File: src/common/psr_defines.svh
`ifndef PSR_DEFINES_SVH
`define PSR_DEFINES_SVH

`define PSR_TARGET_ADDR 7'h60

`define PSR_CMD_STANDBY 8'h00
`define PSR_CMD_SENSE_AB 8'h03
`define PSR_CMD_SENSE_C 8'h04
`define PSR_CMD_LOW_THR 8'h05
`define PSR_CMD_HIGH_THR 8'h06
`define PSR_CMD_XTALK 8'h07
`define PSR_CMD_AUTOCAL 8'h08
`define PSR_CMD_RESULT 8'hF8
`define PSR_CMD_FLAGS 8'hF9
`define PSR_CMD_IDENT 8'hFA
`define PSR_CMD_AC_RESULT 8'hFB

`define PSR_RST_STANDBY_LOW 8'h01
`define PSR_RST_SENSE_A 8'h01
`define PSR_RST_ZERO8 8'h00
`define PSR_RST_ZERO16 16'h0000

`define PSR_RUN_N_BIT 0
`define PSR_QUICK_BIT 1
`define PSR_MODE_LSB 2
`define PSR_PERS_LSB 4
`define PSR_BIAS_BIT 1
`define PSR_READY_BIT 7

`define PSR_FLAG_AWAY_BIT 0
`define PSR_FLAG_CLOSE_BIT 1
`define PSR_AC_BUSY_BIT 7
`define PSR_AC_SUN_BIT 6

`endif

File: src/common/psr_pkg.sv
package psr_pkg;

    typedef enum logic [2:0] {
        PSR_IDLE = 3'b000,
        PSR_ADDR = 3'b001,
        PSR_CMD = 3'b010,
        PSR_WDATA = 3'b011,
        PSR_ACK = 3'b100,
        PSR_RDATA = 3'b101,
        PSR_RACK = 3'b110
    } psr_bus_state_t;

    typedef enum logic [1:0] {
        PSR_IRQ_OFF = 2'b00,
        PSR_IRQ_LEVEL = 2'b01,
        PSR_IRQ_EVENT = 2'b10,
        PSR_IRQ_RSVD = 2'b11
    } psr_irq_mode_t;

endpackage : psr_pkg

File: src/psr_top.sv
`timescale 1ns/1ps
`include "psr_defines.svh"

module psr_top
    import psr_pkg::*;
#(
    parameter logic [7:0] IDENT_LOW = 8'h5A,  // Arbitrary value
    parameter logic [7:0] IDENT_HIGH = 8'h00, // Arbitrary value
    parameter int RESULT_W = 12
) (
    // Clock and reset
    input wire logic ref_clk,
    input wire logic reset_n,
    // Two-wire bus pins
    input wire logic scl_in,
    input wire logic sda_in,
    output logic sda_out,
    output logic sda_oe,
    // Interrupt pin, open drain
    output logic int_out,
    output logic int_oe,
    // Measurement front end
    input wire logic sample_valid,
    input wire logic [RESULT_W-1:0] sample_data,
    input wire logic [RESULT_W-1:0] autocal_value,
    input wire logic autocal_busy,
    input wire logic sunlight_protect,
    // Settings towards the front end
    output logic measure_enable,
    output logic quick_sample_req,
    output logic [7:0] standby_low,
    output logic [7:0] standby_high,
    output logic [7:0] sense_config_a,
    output logic [7:0] sense_config_b,
    output logic [7:0] sense_config_c,
    output logic [7:0] emitter_current_config,
    output logic [15:0] crosstalk_offset,
    output logic [7:0] autocal_config,
    output logic [7:0] low_power_config
);

    // Pin synchronisers and edge finders
    logic scl_meta_q, scl_sync_q, scl_prev_q;
    logic sda_meta_q, sda_sync_q, sda_prev_q;

    always_ff @(posedge ref_clk or negedge reset_n) begin
        if (!reset_n) begin
            scl_meta_q <= 1'b1;
            scl_sync_q <= 1'b1;
            scl_prev_q <= 1'b1;
            sda_meta_q <= 1'b1;
            sda_sync_q <= 1'b1;
            sda_prev_q <= 1'b1;
        end else begin
            scl_meta_q <= scl_in;
            scl_sync_q <= scl_meta_q;
            scl_prev_q <= scl_sync_q;
            sda_meta_q <= sda_in;
            sda_sync_q <= sda_meta_q;
            sda_prev_q <= sda_sync_q;
        end
    end

    logic scl_rise, scl_fall, bus_start, bus_stop;
    assign scl_rise = scl_sync_q & ~scl_prev_q;
    assign scl_fall = ~scl_sync_q & scl_prev_q;
    assign bus_start = scl_sync_q & scl_prev_q & sda_prev_q & ~sda_sync_q;
    assign bus_stop = scl_sync_q & scl_prev_q & ~sda_prev_q & sda_sync_q;

    // Register file
    logic [7:0] stby_lo_q, stby_hi_q, cfg_a_q, cfg_b_q, cfg_c_q, emit_q;
    logic [7:0] acal_q, lowpow_q, flags_q;
    logic [15:0] thr_lo_q, thr_hi_q, xtalk_q;
    logic [RESULT_W-1:0] result_q;

    // Bus engine state
    psr_bus_state_t state_q;
    logic [7:0] shreg_q, cmd_q, wlo_q;
    logic [3:0] bit_cnt_q;
    logic rw_q, hi_q, after_addr_q, nack_q, sda_oe_q;
    logic wr_stb_q, rd_flags_q;
    logic [15:0] wr_data_q;
    logic [7:0] tx_byte;

    // Read data for the selected pair and byte
    always_comb begin
        tx_byte = 8'h00;
        unique case (cmd_q)
            `PSR_CMD_STANDBY: tx_byte = hi_q ? stby_hi_q : stby_lo_q;
            `PSR_CMD_SENSE_AB: tx_byte = hi_q ? cfg_b_q : cfg_a_q;
            `PSR_CMD_SENSE_C: tx_byte = hi_q ? emit_q : cfg_c_q;
            `PSR_CMD_LOW_THR: tx_byte = hi_q ? thr_lo_q[15:8] : thr_lo_q[7:0];
            `PSR_CMD_HIGH_THR: tx_byte = hi_q ? thr_hi_q[15:8] : thr_hi_q[7:0];
            `PSR_CMD_XTALK: tx_byte = hi_q ? xtalk_q[15:8] : xtalk_q[7:0];
            `PSR_CMD_AUTOCAL: tx_byte = hi_q ? lowpow_q : acal_q;
            `PSR_CMD_RESULT: begin
                tx_byte = hi_q ? {4'h0, result_q[11:8]} : result_q[7:0];
            end
            `PSR_CMD_FLAGS: tx_byte = hi_q ? flags_q : 8'h00;
            `PSR_CMD_IDENT: tx_byte = hi_q ? IDENT_HIGH : IDENT_LOW;
            `PSR_CMD_AC_RESULT: begin
                if (hi_q) begin
                    tx_byte = {autocal_busy, sunlight_protect, 2'b00, autocal_value[11:8]};
                end else begin
                    tx_byte = autocal_value[7:0];
                end
            end
            default: tx_byte = 8'h00;
        endcase
    end

    // Bus engine: bits are taken on SCL rise, SDA is changed on SCL fall
    always_ff @(posedge ref_clk or negedge reset_n) begin
        if (!reset_n) begin
            state_q <= PSR_IDLE;
            shreg_q <= 8'h00;
            cmd_q <= 8'h00;
            wlo_q <= 8'h00;
            bit_cnt_q <= 4'h0;
            rw_q <= 1'b0;
            hi_q <= 1'b0;
            after_addr_q <= 1'b0;
            nack_q <= 1'b0;
            sda_oe_q <= 1'b0;
            wr_stb_q <= 1'b0;
            rd_flags_q <= 1'b0;
            wr_data_q <= 16'h0000;
        end else begin
            wr_stb_q <= 1'b0;
            rd_flags_q <= 1'b0;
            if (bus_start) begin
                state_q <= PSR_ADDR;
                bit_cnt_q <= 4'h0;
                hi_q <= 1'b0;
                sda_oe_q <= 1'b0;
            end else if (bus_stop) begin
                state_q <= PSR_IDLE;
                sda_oe_q <= 1'b0;
            end else if (scl_rise) begin
                if (state_q == PSR_ADDR || state_q == PSR_CMD || state_q == PSR_WDATA) begin
                    shreg_q <= {shreg_q[6:0], sda_sync_q};
                    bit_cnt_q <= bit_cnt_q + 4'h1;
                end else if (state_q == PSR_RACK) begin
                    nack_q <= sda_sync_q;
                    // Low byte went first; the high byte follows
                    hi_q <= ~hi_q;
                end
            end else if (scl_fall) begin
                unique case (state_q)
                    PSR_IDLE: ;
                    PSR_ADDR: begin
                        if (bit_cnt_q == 4'h8) begin
                            if (shreg_q[7:1] == `PSR_TARGET_ADDR) begin
                                sda_oe_q <= 1'b1;
                                rw_q <= shreg_q[0];
                                after_addr_q <= 1'b1;
                                state_q <= PSR_ACK;
                            end else begin
                                state_q <= PSR_IDLE;
                            end
                        end
                    end
                    PSR_CMD: begin
                        if (bit_cnt_q == 4'h8) begin
                            cmd_q <= shreg_q;
                            hi_q <= 1'b0;
                            sda_oe_q <= 1'b1;
                            after_addr_q <= 1'b0;
                            state_q <= PSR_ACK;
                        end
                    end
                    PSR_WDATA: begin
                        if (bit_cnt_q == 4'h8) begin
                            sda_oe_q <= 1'b1;
                            after_addr_q <= 1'b0;
                            state_q <= PSR_ACK;
                            hi_q <= ~hi_q;
                            // A lone low byte is held and never stored
                            if (!hi_q) begin
                                wlo_q <= shreg_q;
                            end else begin
                                wr_stb_q <= 1'b1;
                                wr_data_q <= {shreg_q, wlo_q};
                            end
                        end
                    end
                    PSR_ACK: begin
                        bit_cnt_q <= 4'h0;
                        if (after_addr_q && rw_q) begin
                            shreg_q <= tx_byte;
                            sda_oe_q <= ~tx_byte[7];
                            bit_cnt_q <= 4'h1;
                            rd_flags_q <= (cmd_q == `PSR_CMD_FLAGS) && hi_q;
                            state_q <= PSR_RDATA;
                        end else begin
                            sda_oe_q <= 1'b0;
                            state_q <= after_addr_q ? PSR_CMD : PSR_WDATA;
                        end
                    end
                    PSR_RDATA: begin
                        if (bit_cnt_q == 4'h8) begin
                            sda_oe_q <= 1'b0;
                            state_q <= PSR_RACK;
                        end else begin
                            shreg_q <= {shreg_q[6:0], 1'b0};
                            sda_oe_q <= ~shreg_q[6];
                            bit_cnt_q <= bit_cnt_q + 4'h1;
                        end
                    end
                    PSR_RACK: begin
                        if (nack_q) begin
                            state_q <= PSR_IDLE;
                        end else begin
                            shreg_q <= tx_byte;
                            sda_oe_q <= ~tx_byte[7];
                            bit_cnt_q <= 4'h1;
                            rd_flags_q <= (cmd_q == `PSR_CMD_FLAGS) && hi_q;
                            state_q <= PSR_RDATA;
                        end
                    end
                    default: state_q <= PSR_IDLE;
                endcase
            end
        end
    end

    assign sda_out = 1'b0;
    assign sda_oe = sda_oe_q;

    // Word writes land here; read-only and unknown codes are acknowledged and dropped
    always_ff @(posedge ref_clk or negedge reset_n) begin
        if (!reset_n) begin
            stby_lo_q <= `PSR_RST_STANDBY_LOW;
            stby_hi_q <= `PSR_RST_ZERO8;
            cfg_a_q <= `PSR_RST_SENSE_A;
            cfg_b_q <= `PSR_RST_ZERO8;
            cfg_c_q <= `PSR_RST_ZERO8;
            emit_q <= `PSR_RST_ZERO8;
            thr_lo_q <= `PSR_RST_ZERO16;
            thr_hi_q <= `PSR_RST_ZERO16;
            xtalk_q <= `PSR_RST_ZERO16;
            acal_q <= `PSR_RST_ZERO8;
            lowpow_q <= `PSR_RST_ZERO8;
        end else if (wr_stb_q) begin
            unique case (cmd_q)
                `PSR_CMD_STANDBY: {stby_hi_q, stby_lo_q} <= wr_data_q;
                `PSR_CMD_SENSE_AB: {cfg_b_q, cfg_a_q} <= wr_data_q;
                `PSR_CMD_SENSE_C: {emit_q, cfg_c_q} <= wr_data_q;
                `PSR_CMD_LOW_THR: thr_lo_q <= wr_data_q;
                `PSR_CMD_HIGH_THR: thr_hi_q <= wr_data_q;
                `PSR_CMD_XTALK: xtalk_q <= wr_data_q;
                `PSR_CMD_AUTOCAL: {lowpow_q, acal_q} <= wr_data_q;
                default: ;
            endcase
        end
    end

    // Measurement path
    logic run_ok, eval_q;
    logic [15:0] sample_ext;
    assign run_ok = ~cfg_a_q[`PSR_RUN_N_BIT];
    assign sample_ext = {{(16 - RESULT_W){1'b0}}, sample_data};

    always_ff @(posedge ref_clk or negedge reset_n) begin
        if (!reset_n) begin
            result_q <= '0;
            eval_q <= 1'b0;
        end else begin
            eval_q <= sample_valid & run_ok;
            if (sample_valid && run_ok) begin
                // Offset saturates at zero rather than wrapping
                if (sample_ext > xtalk_q) begin
                    result_q <= RESULT_W'(sample_ext - xtalk_q);
                end else begin
                    result_q <= '0;
                end
            end
        end
    end

    // Threshold compare with persistence
    logic [15:0] result_ext;
    logic above, below, close_evt, away_evt;
    logic [2:0] need, cnt_hi_q, cnt_lo_q, cnt_hi_inc, cnt_lo_inc;
    assign result_ext = {{(16 - RESULT_W){1'b0}}, result_q};
    assign above = result_ext > thr_hi_q;
    assign below = result_ext < thr_lo_q;
    assign need = {1'b0, cfg_a_q[`PSR_PERS_LSB+1:`PSR_PERS_LSB]} + 3'h1;
    assign cnt_hi_inc = (cnt_hi_q == 3'h7) ? cnt_hi_q : cnt_hi_q + 3'h1;
    assign cnt_lo_inc = (cnt_lo_q == 3'h7) ? cnt_lo_q : cnt_lo_q + 3'h1;
    assign close_evt = eval_q & above & (cnt_hi_inc == need);
    assign away_evt = eval_q & below & (cnt_lo_inc == need);

    always_ff @(posedge ref_clk or negedge reset_n) begin
        if (!reset_n) begin
            cnt_hi_q <= 3'h0;
            cnt_lo_q <= 3'h0;
        end else if (!run_ok) begin
            cnt_hi_q <= 3'h0;
            cnt_lo_q <= 3'h0;
        end else if (eval_q) begin
            // A single sample inside the band restarts the count
            cnt_hi_q <= above ? cnt_hi_inc : 3'h0;
            cnt_lo_q <= below ? cnt_lo_inc : 3'h0;
        end
    end

    // While a crossing is being qualified, ask the front end for faster samples
    logic pending_hi, pending_lo;
    assign pending_hi = (cnt_hi_q != 3'h0) && (cnt_hi_q < need);
    assign pending_lo = (cnt_lo_q != 3'h0) && (cnt_lo_q < need);
    always_ff @(posedge ref_clk or negedge reset_n) begin
        if (!reset_n) begin
            quick_sample_req <= 1'b0;
        end else begin
            quick_sample_req <= cfg_a_q[`PSR_QUICK_BIT] & run_ok & (pending_hi | pending_lo);
        end
    end

    // Interrupt flags and pin
    psr_irq_mode_t irq_mode;
    logic level_q;
    assign irq_mode = psr_irq_mode_t'(cfg_a_q[`PSR_MODE_LSB+1:`PSR_MODE_LSB]);

    always_ff @(posedge ref_clk or negedge reset_n) begin
        if (!reset_n) begin
            flags_q <= `PSR_RST_ZERO8;
        end else begin
            // An event in the clearing cycle survives the clear
            for (int i = 0; i < 8; i++) begin
                if (rd_flags_q) begin
                    flags_q[i] <= 1'b0;
                end
            end
            if (irq_mode == PSR_IRQ_EVENT) begin
                if (close_evt) begin
                    flags_q[`PSR_FLAG_CLOSE_BIT] <= 1'b1;
                end
                if (away_evt) begin
                    flags_q[`PSR_FLAG_AWAY_BIT] <= 1'b1;
                end
            end
        end
    end

    always_ff @(posedge ref_clk or negedge reset_n) begin
        if (!reset_n) begin
            level_q <= 1'b0;
        end else if (irq_mode != PSR_IRQ_LEVEL) begin
            level_q <= 1'b0;
        end else if (close_evt) begin
            level_q <= 1'b1;
        end else if (away_evt) begin
            level_q <= 1'b0;
        end
    end

    always_ff @(posedge ref_clk or negedge reset_n) begin
        if (!reset_n) begin
            int_oe <= 1'b0;
        end else begin
            unique case (irq_mode)
                PSR_IRQ_EVENT: int_oe <= |flags_q;
                PSR_IRQ_LEVEL: int_oe <= level_q;
                PSR_IRQ_OFF: int_oe <= 1'b0;
                PSR_IRQ_RSVD: int_oe <= 1'b0;
            endcase
        end
    end
    assign int_out = 1'b0;

    // Settings out
    assign measure_enable = run_ok & stby_lo_q[`PSR_READY_BIT] & stby_lo_q[`PSR_BIAS_BIT];
    assign standby_low = stby_lo_q;
    assign standby_high = stby_hi_q;
    assign sense_config_a = cfg_a_q;
    assign sense_config_b = cfg_b_q;
    assign sense_config_c = cfg_c_q;
    assign emitter_current_config = emit_q;
    assign crosstalk_offset = xtalk_q;
    assign autocal_config = acal_q;
    assign low_power_config = lowpow_q;

endmodule : psr_top

File: config.mk
export PLATFORM = sky130hd
export DESIGN_NAME = psr_top
export DESIGN_NICKNAME = d
export VERILOG_FILES = /design/src/common/psr_pkg.sv /design/src/psr_top.sv
export VERILOG_INCLUDE_DIRS = /design/src /design/src/common
export SDC_FILE = /design/constraint.sdc
export NUM_CORES = 1
export LEC_CHECK = 0
export BUFFER_PORTS_ARGS = -buffer_cell sky130_fd_sc_hd__buf_2
export CAP_MARGIN = 15
export CORE_ASPECT_RATIO = 1.5
export CORE_MARGIN = 1.5
export CORE_UTILIZATION = 55
export DETAILED_ROUTE_END_ITERATION = 12
export PLACE_DENSITY = 0.72
export SLEW_MARGIN = 0
export SYNTH_ARGS = -nofsm -noshare
export SYNTH_HDL_FRONTEND = slang
export SYNTH_SLANG_ARGS = --single-unit
export TNS_END_PERCENT = 10
File: constraint.sdc
create_clock -name ref_clk -period 5.9 [get_ports ref_clk]
set_input_delay 0.295 -clock ref_clk [delete_from_list [all_inputs] [get_ports ref_clk]]
set_output_delay 0.295 -clock ref_clk [all_outputs]
set_load 0.01 [all_outputs]
# --- Yosys cells after proc, flatten, opt, wreduce, memory -nomap -nowiden ---
# Cells that the tools add are included.
classes:
  addsub: 5
  n_lt_le_gt_ge: 5
  eq_ne: 48
  muxes: 93
  bitwise_logic: 29
  n_reduce_logical: 43
ops:
  columns: ["cell", "n"]
  rows:
  - ["$mux 8", 15]
  - ["$pmux 8 s11", 1]
  - ["$mux 3", 18]
  - ["$mux 1", 40]
  - ["$reduce_and 7->1", 5]
  - ["$eq 8x3->1 const B", 4]
  - ["$eq 8x8->1 const B", 4]
  - ["$gt 12x16->1", 2]
  - ["$mux 4", 7]
  - ["$pmux 8 s3", 1]
  - ["$pmux 3 s6", 1]
  - ["$reduce_and 6->1", 3]
  - ["$and 1x1->1", 16]
  - ["$lt 12x16->1", 1]
  - ["$ne 4x3->1 const B", 4]
  - ["$ne 4x4->1 const B", 4]
  - ["$reduce_and 8->1", 2]
  - ["$eq 3x3->1 const B", 5]
  - ["$ne 3x3->1 const B", 5]
  - ["$reduce_bool 3->1", 5]
  - ["$reduce_and 2->1", 7]
  - ["$mux 12", 1]
  - ["$not 1->1", 12]
  - ["$pmux 4 s3", 1]
  - ["other kinds (35)", 59]
word_totals:
  register_bits: 196
  inputBits: 31
  out_inout_bits: 86
  elab_cells: 261

# --- Logic depth before layout (Yosys ltp) ---
logic_depth:
  ltp_word: 9
  depth_mapped: 11
  mapped_depth_nobuf: 10

# --- Worst setup path after synthesis ---
# No wires, ideal clock.
synth_timing:
  kind: "register to register"
  start: "reg xtalk_q[0] (netlist: crosstalk_offset[0])"
  end: "reg result_q[10]"
  setup_ps: 122
  t_arrival_ps: 2153
  t_required_ps: 5778
  slack_ps: 3626
  path_stages_with_launch: 10
  n_path_buf: 0
  period_less_slack_ps: 2274
  path_cell_list: "dfrtp_1 -> ha_1 -> inv_1 -> fa_1 -> nand3_1 -> a21oi_1 -> o31a_1 -> o21a_1 -> or3_1 -> a32o_1"
synth_via:
  elab_chain_cells: 2
  elab_cells_between_ends: 3
  cone_classes: "1 x add/sub; 1 x order compare; 1 x mux"
synth_lines:
  columns: ["element", "line", "text"]
  rows:
  - ["from (decl)", "psr_top.sv:73", "logic [15:0] thr_lo_q, thr_hi_q, xtalk_q;"]
  - ["from (signal assigned)", "psr_top.sv:241", "xtalk_q <= `PSR_RST_ZERO16;"]
  - ["from (signal assigned)", "psr_top.sv:251", "`PSR_CMD_XTALK: xtalk_q <= wr_data_q;"]
  - ["$gt 12x16->1 or $sub 12x12->12 (tied branches)", "psr_top.sv:272, psr_top.sv:273", null]
  - ["$mux 12 *", "psr_top.sv:272", "if (sample_ext > xtalk_q) begin"]
  - ["to (signal assigned)", "psr_top.sv:273", "result_q <= RESULT_W'(sample_ext - xtalk_q);"]
  - ["to (decl)", "psr_top.sv:74", "logic [RESULT_W-1:0] result_q;"]
# Every way passes the cells marked *; elsewhere a longest branch is shown, timed or not.
# A chain may end at the register's enable or synchronous reset.

# --- Worst setup path after layout ---
layout_timing:
  start: "reg hi_q"
  end: "reg shreg_q[3]"
layout_via:
  elab_chain_cells: 6
  elab_cells_between_ends: 16
  cone_classes: "16 x mux"
layout_lines:
  columns: ["element", "line", "text"]
  rows:
  - ["from (decl)", "psr_top.sv:80", "logic rw_q, hi_q, after_addr_q, nack_q, sda_oe_q;"]
  - ["from (signal assigned)", "psr_top.sv:146", "hi_q <= ~hi_q;"]
  - ["from (signal assigned)", "psr_top.sv:177", "hi_q <= ~hi_q;"]
  - ["$mux 8 (tied with other cells)", "psr_top.sv:102", "if (hi_q) begin"]
  - ["$pmux 8 s11 *", "psr_top.sv:88", "unique case (cmd_q)"]
  - ["$mux 8 (on tied branches)", "psr_top.sv:211, psr_top.sv:189", null]
  - ["$pmux 8 s3 *", "psr_top.sv:149", "unique case (state_q)"]
  - ["$mux 8 *", "psr_top.sv:148", "end else if (scl_fall) begin"]
  - ["$mux 8 *", "psr_top.sv:139", "end else if (scl_rise) begin"]
  - ["to (signal assigned)", "psr_top.sv:141", "shreg_q <= {shreg_q[6:0], sda_sync_q};"]
  - ["to (signal assigned)", "psr_top.sv:205", "shreg_q <= {shreg_q[6:0], 1'b0};"]
  - ["to (signal assigned)", "psr_top.sv:214", "shreg_q <= tx_byte;"]
  - ["to (decl)", "psr_top.sv:78", "logic [7:0] shreg_q, cmd_q, wlo_q;"]
# Every way passes the cells marked *; elsewhere a longest branch is shown, timed or not. The select of a mux whose other input is x is not followed.

==> out/metrics.csv <==
metric,value,unit
Hold Fails Final Rpt,0,
Num CTS Buffers,17,
Placed Instance Area,11500,µm²
number of vias in the routed layout,8178,
R2R Setup Slk,3.07,ns
# diodes,0,
synthesized area per cell,11.4,µm²
routed vias/inst,6.22,
number of nets still failing antenna checks after routing,0,
Post-synth EDFFs,0,
top cell type's share of synthesized area,0.435,
first drt pass iteration count,7,
"top cells by area, synth","dfrtp_1, mux2_2, ha_1, mux2i_1, mux4_2",
Total GRT Usage,0.308,
number of global-route vias before repair,8100,
share of cells above drive strength 1,0.320,
number of distinct library cells after synthesis,80,
die height,175,µm
Post-CTS Setup Bufs,0,
Setup Skew,0.0144,ns
Final Max Tran Viols,0,
post-DR wirelength/cell,23.6,µm
Placer Congestion,1.07,
max frequency,354,MHz
initial antenna violation count,0,
die area,20500,µm²
Crit-path slowest cell,buf_4,
initial cell density of the core,0.562,
cell family with most CP delay,compound AO/OA/AOI/OAI gates,
CTS tree,built,
H-tree depth,4,
fin nets,1126,
RSZ-0062 raised after global routing,no,
Post-synth top cells,"dfrtp_1, mux2_2, inv_1",
post-synthesis cell count,948,
Synth Flop Type,dfrtp_1,
Critical Path RT,6.17,ns
Synth area leader,dfrtp_1,
final non-filler cell total,1314,
CTS sink cnt,196,
clk slew on worst S/H paths,0.07,ns
data arrival time of the worst path,3.10,ns
setup TNS,0,ns
clock buffer depth,2,
Die W,117,µm
Synth async-reset ratio,1.00,
synthesized area,10800,µm²
I/O Pins,117,
Least-Margin Pin Slew,1.13,ns
crit end category,flop,
power per cell area,251,nW/µm²
PostCTS Resize Cnt,0,
crit start category,flop,
final WL,30.9,mm
total power,3.04,mW
worst-skew pair later-pin latency,0.45,ns
clock period minus worst slack,2.83,ns
core area,19200,µm²
outcome,"finished, final reports clean",
Crit Path Max Fanout,54,
most frequent cell after synthesis,dfrtp_1,
kind of critical path,reg2reg,
clock root cell,clkbuf_16,
Ys Warns,0,
VDD IR max,0.178,mV
final setup fails,0,
DRC Markers,0,
leakage,5.81,nW
1st-iter DRT viols,545,
Finished Cell Area,12100,µm²
grt ovf,0,
"FF+latch count, synth",196,
Worst Path Buf+Inv,1,
port bufs,114,
num rows,62,
CP peak stage delay,0.70,ns
maxcap violations,0,
Hold WC Path Type,in2reg,
dpl hpwl,22.5,mm
critical path's most frequent cell,o21ai_0,
global-route wire length before repair,47.6,mm
period utilisation layout,0.479,
Layout area overhead,12.1,%
DP Cell Count,1279,
crit path cell chain,buf_4 > mux4_2 > a32oi_1 > o21ai_0 > o21ai_0 > a31oi_1,
largest net degree at the start of global routing,79,
post-layout util,0.630,
register area share after synthesis,0.455,
relative slew slack,0.241,
-- kinds of logic after synthesis --
logic type,Yosys count,synth area share
flops,196,0.455
buf+inv,103,0.0427
xor+xnor,14,0.0113
fa+ha+maj,50,0.0586
mux,195,0.217
compound gates,191,0.116
other cells,1,0.000347
simple gates,198,0.0991
-- timing repair --
item / in CTS / in global routing
endpoints found under the hold margin: 50 / 0
endpoints found under the setup margin: 0 / 0
hold buffers: 3 / 0
-- sequential cells by signal, summed over array words and instances (netlist names), 2 cells and up --
name	count
crosstalk_offset	16
bit_cnt_q	4
sense_config_a	8
cnt_lo_q	3
standby_high	8
sense_config_b	8
sense_config_c	8
flags_q	2
emitter_current_config	8
wr_data_q	16
autocal_config	8
cmd_q	8
shreg_q	8
thr_hi_q	16
cnt_hi_q	3
standby_low	8
result_q	12
low_power_config	8
state_q	3
thr_lo_q	16
wlo_q	8
-- layout by cell type, fill, tap and decap left out, drive strengths merged, types with 22 or more instances in the layout --
| master | instances |
|---|---|
| nand3 | 22 |
| buf | 116 |
| inv | 67 |
| nand2 | 59 |
| ha | 49 |
| dfrtp | 188 |
| o21ai | 45 |
| a21oi | 49 |
| mux2i | 30 |
| mux2 | 152 |
| nor2 | 38 |
-- stage by stage --
step | hold WS [ns] | worst slack (ns)
after floorplan | -0.000591 | 3.63
after global routing | 0.310 | 2.94
final | 0.299 | 3.07
after detailed placement | 0.277 | 3.10
after CTS | 0.289 | 3.09
after global placement | 0.279 | 3.13
-- per-layer routing --
metal	up-vias	wire length, µm	global-route usage
met5	-	0	0
met2	300	15300	0.512
met3	101	1320	0.0444
met4	0	1970	0.194
met1	4115	12400	0.379
li1	3662	-	-
-- path summary, 6_finish.rpt --
check	endpoint	startpoint	cells past startpoint
setup / recovery	shreg_q[3]$_DFFE_PN0P_	hi_q$_DFFE_PN0P_	6
hold / removal	result_q[1]$_DFFE_PN0P_	sample_data[1]	3
setup reg to reg	shreg_q[3]$_DFFE_PN0P_	hi_q$_DFFE_PN0P_	6
hold reg to reg	sda_sync_q$_DFF_PN1_	sda_meta_q$_DFF_PN1_	0
max in group asynchronous	hi_q$_DFFE_PN0P_	reset_n	3
min in group asynchronous	cnt_lo_q[0]$_DFFE_PN0P_	reset_n	2
-- worst reg2reg max path, delay by kind of cell (launching register included) --
family          cells  cell delay (ns)
compound gates      4             0.72
buf+inv             1             0.70
flops               1             0.57
mux                 1             0.68
-- where the power goes --
group          internal [mW]  switching [mW]  leakage (nW)  total (mW)
Clock                  0.605           0.563         0.285        1.17
Sequential              1.40           0.117          2.67        1.52
Combinational          0.157           0.194          2.86       0.351
Total                   2.16           0.874          5.81        3.04
-- area by class of cell --
type                    instances  area [µm²]
inverters                      60         225
repair buffers                120         632
well taps                     256         320
fillers                      1649        7120
clock buffers                  18         429
clock inverters                14         163
flip-flops and latches        196        4920
multi-input cells             650        5440
No activity file was read; power rests on OpenSTA's default activity.
